===== src/inc/swri_pkg.sv =====
// Constants shared by the switch reset and expansion init block.
package swri_pkg;
  localparam int unsigned AW = 8;
  localparam int unsigned DW = 32;
  localparam int unsigned NLINK = 16;
  localparam int unsigned NHALF = 8;
  localparam int unsigned DLYW = 7;
  localparam int unsigned LATW = 3;
  localparam int unsigned ADDRW = 12;
  localparam int unsigned NEV = 16;
  localparam int unsigned NUNLOCK = 4;
  // Register byte offsets.
  localparam logic [7:0] OFS_RESET = 8'h00;
  localparam logic [7:0] OFS_PLL_STAT = 8'h04;
  localparam logic [7:0] OFS_GLINK = 8'h08;
  localparam logic [7:0] OFS_LINK_ERR = 8'h0c;
  localparam logic [7:0] OFS_STATUS = 8'h10;
  localparam logic [7:0] OFS_THRESH = 8'h14;
  localparam logic [7:0] OFS_CODE_VIOL = 8'h18;
  localparam logic [7:0] OFS_LAT_PROG = 8'h1c;
  localparam logic [7:0] OFS_CONFIG = 8'h20;
  // Reset register bit positions.
  localparam int unsigned RST_CORE_PLL = 0;
  localparam int unsigned RST_LINK_PLL = 1;
  localparam int unsigned RST_MACRO_FLUSH = 2;
  localparam int unsigned RST_FLUSH_CTRL = 3;
  localparam int unsigned RST_FLUSH = 4;
  localparam int unsigned RST_DRV_EN = 5;
  localparam int unsigned RST_STANDBY = 6;
  localparam int unsigned RST_INT_MASK = 7;
  localparam int unsigned RST_USED = 8;
  // Values after reset.
  localparam logic [7:0] RESET_REG_INIT = 8'hdf;
  localparam logic [31:0] GLINK_INIT = 32'h00000000;
  localparam logic [15:0] CONFIG_INIT = 16'h0000;
  // Configuration register fields.
  localparam int unsigned CFG_ULEN_LSB = 0;
  localparam int unsigned CFG_SLAVE = 4;
  localparam int unsigned CFG_LAST = 5;
  localparam int unsigned CFG_MAXLAT_LSB = 8;
  localparam int unsigned CFG_USED = 16;
  // Latency programming register fields.
  localparam int unsigned LP_SEL_LSB = 0;
  localparam int unsigned LP_UPD = 7;
  localparam int unsigned LP_VAL_LSB = 8;
  localparam int unsigned LP_DONE = 16;
  localparam int unsigned LP_DLY_LSB = 8;
  localparam int unsigned LP_SUG_LSB = 16;
  localparam int unsigned LP_ERR = 19;
  localparam int unsigned LP_DONE_RD = 20;
  localparam int unsigned LP_CUR_LSB = 24;
  // Delay bins: first bin ends at BIN_OFS plus one unit length.
  localparam int unsigned ULEN_BASE = 8;
  localparam int unsigned BIN_OFS = 2;
  localparam int unsigned NBIN = 6;
endpackage


===== src/verilog/swri_lat_bin.sv =====
// Maps a measured expansion delay to a latency bin and an error flag.
`timescale 1ns/1ns
module swri_lat_bin
  import swri_pkg::*;
(
  input wire logic [swri_pkg::DLYW-1:0] delay,
  input wire logic [1:0] ulen_code,
  output logic [swri_pkg::LATW-1:0] bin,
  output logic too_slow
);
  logic [7:0] ulen;
  logic [NBIN-1:0] above;

  // Unit length in bytes; code three is not a legal length and gives 11.
  assign ulen = 8'(ULEN_BASE) + {6'h00, ulen_code};

  // Each threshold is BIN_OFS plus k unit lengths; the bins are that wide.
  genvar k;
  generate
    for (k = 1; k <= NBIN; k++) begin : g_thr
      assign above[k-1] = {1'b0, delay} > 8'(BIN_OFS + k * ulen);
    end
  endgenerate

  // Bin is one plus the thresholds passed below the last one.
  always_comb begin
    bin = 3'h1;
    for (int i = 0; i < NBIN - 1; i++) begin
      bin = bin + {2'h0, above[i]};
    end
  end

  assign too_slow = above[NBIN-1];
endmodule


===== src/verilog/swri_top.sv =====
// Reset, bring-up control and expansion latency logic of the switch.
// How it works
// - Flush-control on a slave stops its control logic clock.
// - Threshold writes are taken at any time, even while forwarding.
// - Reading the status register clears the interrupts that it returned.
// - Reading code violations clears them; errors read zero later.
// - Store addresses ripple master to slaves; slave data path delayed.
// - Retrieve addresses ripple; all but last slave delay egress data.
// - Master: ingress zero, egress max latency; last slave egress zero.
// - Delay maps to latency 1..6 in unit-length bins; too large errors.
// - Egress slave latency is max latency minus the delay bin.
`timescale 1ns/1ns
module swri_top
  import swri_pkg::*;
(
  input wire logic clock,
  input wire logic sys_rst,
  input wire logic poweron_reset_input_n,
  input wire logic [swri_pkg::AW-1:0] avs_address,
  input wire logic avs_read,
  input wire logic avs_write,
  input wire logic [swri_pkg::DW-1:0] avs_writedata,
  input wire logic [3:0] avs_byteenable,
  output logic [swri_pkg::DW-1:0] avs_readdata,
  output logic avs_waitrequest,
  input wire logic core_pll_locked,
  input wire logic link_pll_locked,
  input wire logic [swri_pkg::NUNLOCK-1:0] link_pll_unlock,
  input wire logic [swri_pkg::NEV-1:0] event_in,
  input wire logic [swri_pkg::NLINK-1:0] code_viol_in,
  input wire logic [swri_pkg::NLINK*swri_pkg::DLYW-1:0] link_delay,
  input wire logic [swri_pkg::ADDRW-1:0] store_addr_local,
  input wire logic [swri_pkg::ADDRW-1:0] store_addr_up,
  input wire logic [swri_pkg::ADDRW-1:0] retrieve_addr_local,
  input wire logic [swri_pkg::ADDRW-1:0] retrieve_addr_up,
  output logic [swri_pkg::ADDRW-1:0] store_addr_out,
  output logic [swri_pkg::ADDRW-1:0] retrieve_addr_out,
  output logic [swri_pkg::RST_USED-1:0] reset_ctrl,
  output logic slave_ctrl_clk_en,
  output logic [swri_pkg::DW-1:0] global_link,
  output logic [swri_pkg::DW-1:0] thresh_data,
  output logic thresh_wr,
  output logic [swri_pkg::NLINK*swri_pkg::LATW-1:0] link_latency,
  output logic exp_prog_done
);
  import swri_pkg::*;

  // Merges the enabled byte lanes of a write into the old value.
  function automatic logic [DW-1:0] be_merge(input logic [DW-1:0] old,
                                             input logic [DW-1:0] nw,
                                             input logic [3:0] be);
    logic [DW-1:0] res;
    res = old;
    for (int b = 0; b < 4; b++) begin
      if (be[b]) begin
        res[b*8 +: 8] = nw[b*8 +: 8];
      end
    end
    return res;
  endfunction

  logic waitreq_r;
  logic [DW-1:0] rdata_r;
  logic [RST_USED-1:0] reset_r;
  logic [DW-1:0] glink_r;
  logic [CFG_USED-1:0] config_r;
  logic [NEV-1:0] status_r;
  logic [NLINK-1:0] cviol_r;
  logic [DW-1:0] thresh_r;
  logic thresh_wr_r;
  logic [3:0] lat_sel_r;
  logic lat_done_r;
  logic [LATW-1:0] lat_prog_r [NLINK];
  logic [NLINK*LATW-1:0] lat_out_r;
  logic [ADDRW-1:0] store_addr_r;
  logic [ADDRW-1:0] retr_addr_r;
  logic slave_clk_en_r;

  // Bus handshake: one wait cycle, then the access completes.
  wire req = avs_read | avs_write;
  wire accept = req & waitreq_r;
  wire done = req & ~waitreq_r;
  wire wr_done = done & avs_write;
  wire rd_done = done & avs_read;
  wire por = ~poweron_reset_input_n;
  wire [DW-1:0] wmerge_reset = be_merge({24'h000000, reset_r},
                                        avs_writedata, avs_byteenable);
  wire [DW-1:0] wmerge_glink = be_merge(glink_r, avs_writedata,
                                        avs_byteenable);
  wire [DW-1:0] wmerge_cfg = be_merge({16'h0000, config_r}, avs_writedata,
                                      avs_byteenable);
  wire [DW-1:0] wmerge_thr = be_merge(thresh_r, avs_writedata,
                                      avs_byteenable);
  wire [DW-1:0] wmerge_lp = be_merge(32'h00000000, avs_writedata,
                                     avs_byteenable);

  // Address decode of the completing access.
  wire hit_reset = avs_address == OFS_RESET;
  wire hit_glink = avs_address == OFS_GLINK;
  wire hit_status = avs_address == OFS_STATUS;
  wire hit_thresh = avs_address == OFS_THRESH;
  wire hit_cviol = avs_address == OFS_CODE_VIOL;
  wire hit_latp = avs_address == OFS_LAT_PROG;
  wire hit_cfg = avs_address == OFS_CONFIG;

  // Role, length and latency fields of the configuration register.
  wire is_slave = config_r[CFG_SLAVE];
  wire is_last = config_r[CFG_LAST];
  wire [1:0] ulen_code = config_r[CFG_ULEN_LSB +: 2];
  wire [LATW-1:0] max_lat = config_r[CFG_MAXLAT_LSB +: LATW];

  // Delay of the link picked by the latency programming register.
  wire [DLYW-1:0] sel_delay = link_delay[lat_sel_r*DLYW +: DLYW];
  wire sel_egress = lat_sel_r >= 4'(NHALF);
  wire [LATW-1:0] sel_bin;
  wire sel_slow;

  swri_lat_bin u_bin (
    .delay(sel_delay),
    .ulen_code(ulen_code),
    .bin(sel_bin),
    .too_slow(sel_slow)
  );

  // Egress suggestion subtracts the bin; ingress uses the bin itself.
  wire [LATW-1:0] sel_suggest = sel_egress ? 3'(max_lat - sel_bin)
                                           : sel_bin;
  wire [DW-1:0] rd_latp = {5'h00, lat_prog_r[lat_sel_r], 3'h0, lat_done_r,
                           sel_slow, sel_suggest, 1'b0, sel_delay,
                           4'h0, lat_sel_r};

  // Read data selection; unmapped offsets read as zero.
  wire [DW-1:0] rd_mux =
    hit_reset ? {24'h000000, reset_r} :
    (avs_address == OFS_PLL_STAT) ? {30'h0, link_pll_locked,
                                     core_pll_locked} :
    hit_glink ? glink_r :
    (avs_address == OFS_LINK_ERR) ? {28'h0, link_pll_unlock} :
    hit_status ? {16'h0000, status_r} :
    hit_thresh ? thresh_r :
    hit_cviol ? {16'h0000, cviol_r} :
    hit_latp ? rd_latp :
    hit_cfg ? {16'h0000, config_r} : 32'h00000000;

  // Sticky flags: a read clears only the bits that it returned, so an
  // event that lands after the data was latched waits for the next read.
  // A new event in the clearing cycle also survives the clear.
  wire [NEV-1:0] status_clr = {NEV{rd_done & hit_status}}
                              & rdata_r[NEV-1:0];
  wire [NLINK-1:0] cviol_clr = {NLINK{rd_done & hit_cviol}}
                               & rdata_r[NLINK-1:0];
  wire [NEV-1:0] status_nxt = (status_r & ~status_clr)
                              | event_in;
  wire [NLINK-1:0] cviol_nxt = (cviol_r & ~cviol_clr)
                               | code_viol_in;

  // Waitrequest and read data; data is latched as the wait ends.
  always_ff @(posedge clock or posedge sys_rst) begin
    if (sys_rst) begin
      waitreq_r <= 1'b1;
      rdata_r <= 32'h00000000;
    end else begin
      waitreq_r <= ~accept;
      if (accept && avs_read) begin
        rdata_r <= rd_mux;
      end
    end
  end

  // Control registers written by the host.
  always_ff @(posedge clock or posedge sys_rst) begin
    if (sys_rst) begin
      reset_r <= RESET_REG_INIT;
      glink_r <= GLINK_INIT;
      config_r <= CONFIG_INIT;
    end else if (por) begin
      reset_r <= RESET_REG_INIT;
      glink_r <= GLINK_INIT;
      config_r <= CONFIG_INIT;
    end else if (wr_done) begin
      if (hit_reset) begin
        reset_r <= wmerge_reset[RST_USED-1:0];
      end
      if (hit_glink) begin
        glink_r <= wmerge_glink;
      end
      if (hit_cfg) begin
        config_r <= wmerge_cfg[CFG_USED-1:0];
      end
    end
  end

  // Status and code violation flags, cleared by a read.
  always_ff @(posedge clock or posedge sys_rst) begin
    if (sys_rst) begin
      status_r <= 16'h0000;
      cviol_r <= 16'h0000;
    end else begin
      status_r <= status_nxt;
      cviol_r <= cviol_nxt;
    end
  end

  // Threshold access has no gating, so traffic need not stop for it.
  always_ff @(posedge clock or posedge sys_rst) begin
    if (sys_rst) begin
      thresh_r <= 32'h00000000;
      thresh_wr_r <= 1'b0;
    end else begin
      thresh_wr_r <= wr_done & hit_thresh;
      if (wr_done && hit_thresh) begin
        thresh_r <= wmerge_thr;
      end
    end
  end

  // Link select, done bit and stored latency per link.
  always_ff @(posedge clock or posedge sys_rst) begin
    if (sys_rst) begin
      lat_sel_r <= 4'h0;
      lat_done_r <= 1'b0;
      for (int i = 0; i < NLINK; i++) begin
        lat_prog_r[i] <= 3'h0;
      end
    end else if (wr_done && hit_latp) begin
      lat_sel_r <= wmerge_lp[LP_SEL_LSB +: 4];
      lat_done_r <= wmerge_lp[LP_DONE];
      if (wmerge_lp[LP_UPD]) begin
        lat_prog_r[wmerge_lp[LP_SEL_LSB +: 4]] <=
          wmerge_lp[LP_VAL_LSB +: LATW];
      end
    end
  end

  // Latency applied per link; links 0..7 ingress, 8..15 egress.
  wire [NLINK*LATW-1:0] eff_all;
  genvar g;
  generate
    for (g = 0; g < NLINK; g++) begin : g_lat
      localparam bit EGR = g >= NHALF;
      assign eff_all[g*LATW +: LATW] =
        !is_slave ? (EGR ? max_lat : 3'h0) :
        (is_last && EGR) ? 3'h0 :
        lat_prog_r[g];
    end
  endgenerate

  // One register stage for all links, so the vector has a single writer.
  always_ff @(posedge clock or posedge sys_rst) begin
    if (sys_rst) begin
      lat_out_r <= 48'h000000000000;
    end else begin
      lat_out_r <= eff_all;
    end
  end

  // Address ripple: master sources, each slave forwards the upstream one.
  always_ff @(posedge clock or posedge sys_rst) begin
    if (sys_rst) begin
      store_addr_r <= 12'h000;
      retr_addr_r <= 12'h000;
    end else begin
      store_addr_r <= is_slave ? store_addr_up : store_addr_local;
      retr_addr_r <= is_slave ? retrieve_addr_up
                              : retrieve_addr_local;
    end
  end

  // Flush-control on a slave parks its control logic clock to save power.
  always_ff @(posedge clock or posedge sys_rst) begin
    if (sys_rst) begin
      slave_clk_en_r <= 1'b1;
    end else begin
      slave_clk_en_r <= ~(is_slave & reset_r[RST_FLUSH_CTRL]);
    end
  end

  assign avs_waitrequest = waitreq_r;
  assign avs_readdata = rdata_r;
  assign store_addr_out = store_addr_r;
  assign retrieve_addr_out = retr_addr_r;
  assign reset_ctrl = reset_r;
  assign slave_ctrl_clk_en = slave_clk_en_r;
  assign global_link = glink_r;
  assign thresh_data = thresh_r;
  assign thresh_wr = thresh_wr_r;
  assign link_latency = lat_out_r;
  assign exp_prog_done = lat_done_r;
endmodule

===== config.mk =====
export PLATFORM = sky130hd
export DESIGN_NAME = swri_top
export DESIGN_NICKNAME = d
export VERILOG_FILES = /design/src/inc/swri_pkg.sv /design/src/verilog/swri_lat_bin.sv /design/src/verilog/swri_top.sv
export SDC_FILE = /design/constraint.sdc
export NUM_CORES = 1
export LEC_CHECK = 0
export BUFFER_PORTS_ARGS = -buffer_cell sky130_fd_sc_hd__buf_2
export CAP_MARGIN = 20
export CORE_MARGIN = 5
export CORE_UTILIZATION = 30
export DETAILED_ROUTE_END_ITERATION = 7
export SYNTH_ARGS = -nofsm -noshare
export SYNTH_HDL_FRONTEND = slang
export SYNTH_HIERARCHICAL = 1
export SYNTH_SLANG_ARGS = --single-unit

===== constraint.sdc =====
create_clock -name clock -period 10.8 [get_ports clock]
set_input_delay 0 -clock clock [delete_from_list [all_inputs] [get_ports clock]]
set_output_delay 0 -clock clock [all_outputs]
set_load 0.02 [all_outputs]

* Word-level counts from Yosys, hierarchy flattened
Index checks and enable logic that the tools add are counted.
Cells by class: bitwise logic cells 22, equality and inequality tests 16, reductions and logical operators 17, $add $sub $neg 13, $lt $le $gt $ge 10, shift operators 1, muxes and demuxes 58, $mul 4
Operators by type and width (count):
- 32-bit 2-to-1 mux | 9
- 112-bit by 8-bit variable part select with 7-bit output | 1
- 3-bit 2-to-1 mux | 29
- 16-bit AND | 4
- 16-bit 2-to-1 mux | 4
- 8-bit 2-to-1 mux | 8
- 27-bit 2-to-1 mux | 2
- 2-bit by 8-bit adder with 8-bit output, first input constant | 6
- 48-bit bitwise mux | 1
- 7-bit by 8-bit > comparator with 1-bit output | 6
- 8-bit by 5-bit equality test with 1-bit output, second input constant | 4
- 16-bit inverter | 2
- 16-bit bitwise OR | 2
- 12-bit 2-to-1 mux | 2
- 3-bit AND reduction | 7
- 8-bit by 4-bit equality test with 1-bit output, second input constant | 2
- 2-bit by 1-bit != test with 1-bit output, second input constant | 8
- 3-bit by 1-bit adder with 3-bit output | 4
- 3-bit binary-select mux with 4-bit select | 1
- 3-bit demux with 4-bit select | 1
- 5-bit greater-or-equal comparator, second input constant | 2
- 4-bit inverter with 5-bit output | 2
- 2-bit AND reduction | 5
- 1-bit AND | 8
- 16 further kinds | 21
Storage, ports and cells: register bits after elaboration 280, input port bits 247

* Depth between registers and ports, before layout
depth in word-level cells 18, gate-level depth with buffers 23

* Cells and area by module
Netlist, hierarchy kept.
By module, submodules not included:
- swri_top | cells an instance 1074, area each 13086.3 sq um, instances 1, seq. area each 7018.0 sq um
- swri_lat_bin | cells an instance 94, area each 783.3 sq um, instances 1, seq. area each 0.0 sq um

* Least setup slack after synthesis
OpenSTA, ideal clock, no wires.
kind register -> register, from reg lat_sel_r[2], to reg rdata_r[18] (netlist: avs_readdata[18]), cell stages (with the launch flop) 22, library setup time 133 ps, data required time 10667 ps, slack 5359 ps, arrival time 5308 ps, buffers on the path 3, cells stage by stage dfrtp_1 -> buf_2 -> buf_1 -> clkbuf_1 -> mux4_2 -> a22oi_1 -> nand2_1 -> ha_1 -> nand3b_4 -> or4b_1 -> o21ai_0 -> ha_1 -> inv_1 -> fa_1 -> ha_1 -> fa_1 -> fa_1 -> xor2_1 -> nand2_1 -> xnor2_1 -> a222oi_1 -> o21ai_0
On the way: word-level cells in the longest chain between the ends 18, elaborated cells between the ends (all ways) 23, classes of those cells add/sub: 6; mul: 1; order compare: 6; shift: 1; mux: 9
Ends and longest elaborated chain:
- start, declared | line swri_top.sv:71 | logic [3:0] lat_sel_r;
- start signal, assigned | line swri_top.sv:226 | lat_sel_r <= wmerge_lp[LP_SEL_LSB +: 4];
- 4-bit by 3-bit multiplier with 7-bit output * | line swri_top.sv:113 | wire [DLYW-1:0] sel_delay = link_delay[lat_sel_r*DLYW +: DLYW];
- 112-bit by 8-bit variable part select with 7-bit output * | line swri_top.sv:113
- named net rd_latp[13] | line swri_top.sv:128 | wire [DW-1:0] rd_latp = {5'h00, lat_prog_r[lat_sel_r], 3'h0, lat_done_r,
- 7-bit by 8-bit > comparator with 1-bit output | line swri_lat_bin.sv:21 | assign above[k-1] = {1'b0, delay} > 8'(BIN_OFS + k * ulen);
- 1-bit by 1-bit adder with 2-bit output | line swri_lat_bin.sv:29 | bin = bin + {2'h0, above[i]};
- 3-bit by 1-bit adder with 3-bit output (3 in series) | line swri_lat_bin.sv:29
- 3-bit by 1-bit adder with 3-bit output * | line swri_lat_bin.sv:29
- named net sel_bin[1] | line swri_top.sv:115 | wire [LATW-1:0] sel_bin;
- [2 not listed]
- 27-bit 2-to-1 mux * | line swri_top.sv:142 | hit_latp ? rd_latp :
- 27-bit 2-to-1 mux * | line swri_top.sv:141 | hit_cviol ? {16'h0000, cviol_r} :
- 32-bit 2-to-1 mux * | line swri_top.sv:140 | hit_thresh ? thresh_r :
- 32-bit 2-to-1 mux * | line swri_top.sv:139 | hit_status ? {16'h0000, status_r} :
- 32-bit 2-to-1 mux * | line swri_top.sv:138 | (avs_address == OFS_LINK_ERR) ? {28'h0, link_pll_unlock} :
- 32-bit 2-to-1 mux * | line swri_top.sv:137 | hit_glink ? glink_r :
- 32-bit 2-to-1 mux * | line swri_top.sv:135 | (avs_address == OFS_PLL_STAT) ? {30'h0, link_pll_locked,
- 32-bit 2-to-1 mux * | line swri_top.sv:134 | hit_reset ? {24'h000000, reset_r} :
- end signal, assigned | line swri_top.sv:165 | rdata_r <= rd_mux;
- end, declared | line swri_top.sv:63 | logic [DW-1:0] rdata_r;
Mark *: on every way through the listed nets, which the timed path passes. The rest lies on a longest branch. A chain may end at the register's enable or synchronous reset.

* Final worst setup path
from reg lat_sel_r[0], to reg rdata_r[18] (netlist: avs_readdata[18])
The elaborated chain is that of the path after synthesis.

==> summary.txt <==
Clock tree
  • Cts bufs inserted: 34
  • H-tree depth: 2
  • TritonCTS clock tree: built
  • Post-CTS resize count: 0
  • Clock slew at reported path FFs: 60 ps
  • Clock sink count: 280
  • Worst-skew pair later-pin latency: 540 ps
  • Root buffer cell: clkbuf_16
  • Clk buf depth: 3

Timing
  • Fin. max-slew vios: 0
  • Final Hold Vio Count: 0
  • Final setup violation count: 0
  • Worst Skew: 18.7 ps
  • Crit path time final: 5830 ps
  • Final hold slack: 65.6 ps
  • RSZ-0062 raised after global routing: false
  • Worst-margin pin slew: 948 ps
  • Relative slew margins: 0.368
  • Setup tns final: 0 ps
  • Post-route clock period utilization: 0.540
  • Fmax: 172 MHz

Route
  • Routed Antenna Nets: 0
  • Pre-antenna DRT Iters: 5
  • Wirelength per Cell: 23.1 um
  • Routed Wire Length: 53400 um
  • Routed vias/inst: 5.16
  • Iter 0 DRT Violations: 655
  • Post-route DRC: 0
  • Via count: 12000

Outcome
  • Status: finished clean

Global route
  • Largest net degree at the start of global routing: 178
  • GR peak layer: met2
  • Met2 Usage GRT: 0.355
  • First-pass GRT wire length: 79800 um
  • Vias in the first global route: 13000
  • Gr usage total: 0.205
  • M3 GR Usage: 0.0529
  • Met1 GRT Util: 0.255
  • Remaining global-route overflow: 0
  • Initial antenna violation count: 2

Hold path
  • Worst hold-check path type: input pin to flop
  • Hold_sp: link_pll_unlock[2]
  • Worst Hold Path EP: avs_readdata[2]$_DFFE_PP0P_
  • WHS Path Cells: 4

Synth
  • Synth Cell Area: 13900 sq um
  • Avg Synthesized Cell Area: 11.9 sq um
  • Fraction of registers with async set or reset after synthesis: 1.00
  • Register area share after synthesis: 0.506
  • Total number of yosys warnings: 6
  • Top area cells in the synthesized netlist: dfrtp_1 (49%), mux2_2 (9.7%), mux4_2 (6.5%)
  • Cells after Synth: 1168
  • Yosys reg bits: 280
  • Top FF cell, synth: dfrtp_1
  • Area share of the largest cell type after synthesis: 0.489
  • EDFF count, synth: 0
  • Area leader, netlist: dfrtp_1
  • Synth cell types: 72
  • Synth Net Count: 1450

Setup path
  • R2r setup slk: 4970 ps
  • Worst reg2reg endpoint: avs_readdata[18]$_DFFE_PP0P_
  • Crit path DAT: 6210 ps
  • Reg2reg path depth: 19
  • Crit start category: flop
  • Worst Path Required: 11180 ps
  • CP endpoint kind: flop
  • CP max-delay cell: mux4_2
  • CP cell instances: buf_4, mux4_2, a22oi_1, nand2_1, ha_1, nand3b_4, or4b_1, o21ai_0, ha_1, inv_1, fa_1, ha_1, fa_1, fa_1, xor2_1, nand2_1, xnor2_1, a222oi_1, o21ai_0
  • Max incr delay on CP: 580 ps
  • Crit-path max FO: 37
  • Critical R2R Launch: lat_sel_r[0]$_DFFE_PP0P_
  • Critical path class: flop to flop

Job
  • Max cap viols: 0

Floorplanning
  • Die Span Y: 225 um
  • Initial Util: 0.304
  • Die area: 50600 sq um
  • Ports: 427
  • Width of the chip: 225 um
  • Core region area: 45600 sq um
  • FP Rows: 78

Power
  • Worst vdd ir: 0.000123 V
  • PD cells: 141 nW/um^2
  • Leak: 9.16 nW

Cells and area
  • # fillers: 4360
  • Fin nets: 1975
  • Most common cell after layout, fill and taps aside: buf_2
  • Final Util: 0.417
  • Share of cells above drive strength 1: 0.411
  • Area grow syn2layout: 37.1%
  • Most frequent cells in the layout: buf_2 (426), dfrtp_1 (268), nand2_1 (122), dlygate4sd3_1 (122), mux2_2 (120)

Placement
  • # port buffers: 426
  • GPL Wtd Cong: 0.893
  • DPL Wire Length: 38700 um
## flip-flops by register name, summed over array words and instances (netlist names), 12 cells and up
signal and count:
lat_prog_r 48, link_latency 48, status_r 16, global_link 32, thresh_data 32, store_addr_out 12
cviol_r 16, avs_readdata 32, retrieve_addr_out 12, config_r 16
## power breakdown
group / switching, mW / leakage, nW / total [mW] / internal (mW)
registers: 0.0262 / 3.59 / 1.11 / 1.08
logic: 0.216 / 5.00 / 0.379 / 0.163
clock network: 0.457 / 0.572 / 1.19 / 0.737
total: 0.699 / 9.16 / 2.68 / 1.98
## final cells by class
cell class / instances / area, sq um / share of cell area
Clock inverter: 13 / 174 / 0.00915
Antenna cell: 1 / 2.50 / 0.000132
Timing Repair Buffer: 566 / 3510 / 0.185
Sequential cell: 280 / 7020 / 0.369
Clock buffer: 47 / 991 / 0.0521
Tap cell: 600 / 751 / 0.0395
Inverter: 31 / 124 / 0.00651
Multi-Input combinational cell: 780 / 6440 / 0.339
## worst max-delay path: cells and delay by family (launching register included)
kind,cells,cell delay (ps)
muxes,1,580
xor gates and xnor gates,2,290
AOI/OAI and AO/OA,4,640
adders and majority gates,6,2260
DFF,1,330
buffers and inverters,2,600
and+or+nand+nor,4,960
## metrics by stage
step / setup WS, ps / std cells / instance area (sq um) / total power [mW]
after detailed placement: 4910 / 2132 / 16600 / 1.47
final: 4970 / 2318 / 19000 / 2.68
after global placement: 5000 / 2132 / 16600 / 1.47
after CTS: 4900 / 2313 / 19000 / 2.72
after global routing: 4520 / 2317 / 19000 / 2.80
after floorplan: 3090 / 1168 / 13900 / 1.32
## metal layers
metal	part of all wire	up-vias	wire [um]
met5	0.00021	-	11
met4	0.025	2	1320
met3	0.072	78	3860
met2	0.50	431	26500
met1	0.41	6114	21700
li1	-	5337	-
## logic make-up (layout without fill, tap and decap cells)
logic type                 count (synthesis)  in the layout  synth area share
AOI/OAI and AO/OA                        290            290             0.147
xor gates and xnor gates                   4              4           0.00253
adders and majority gates                 35             35            0.0332
buffers and inverters                    108            657            0.0311
DFF                                      280            280             0.506
muxes                                    170            170             0.170
other                                      0              1                 0
and+or+nand+nor                          281            281             0.110
## how the worst max path moves through the flow
stage	from	endpoint	slack, ps	depth (start not counted)
after floorplan	sys_rst	avs_readdata[0]$_DFFE_PP0P_	3090	1
after global placement	lat_sel_r[0]$_DFFE_PP0P_	avs_readdata[18]$_DFFE_PP0P_	5000	19
after detailed placement	lat_sel_r[0]$_DFFE_PP0P_	avs_readdata[18]$_DFFE_PP0P_	4910	19
after CTS	lat_sel_r[0]$_DFFE_PP0P_	avs_readdata[18]$_DFFE_PP0P_	4900	19
after global routing	lat_sel_r[0]$_DFFE_PP0P_	avs_readdata[18]$_DFFE_PP0P_	4520	19
final	lat_sel_r[0]$_DFFE_PP0P_	avs_readdata[18]$_DFFE_PP0P_	4970	19
## cell usage after synthesis (29+ instances only)
| cell | count |
|---|---|
| dfrtp_1 | 271 |
| nand2_1 | 122 |
| mux2_2 | 120 |
| a21o_1 | 60 |
| o21ai_0 | 57 |
| clkbuf_1 | 53 |
| and2_1 | 47 |
| mux4_2 | 40 |
| a21oi_1 | 35 |
| ha_1 | 32 |
| inv_1 | 31 |
| a22o_1 | 30 |
| a22oi_1 | 29 |
## what timing repair did
| item | CTS | global route |
|---|---|---|
| endpoints found under the hold margin | 242 | 2 |
| hold buffers | 121 | 1 |
| setup buffers | 0 | 0 |
(Power assumes the default switching activity.)
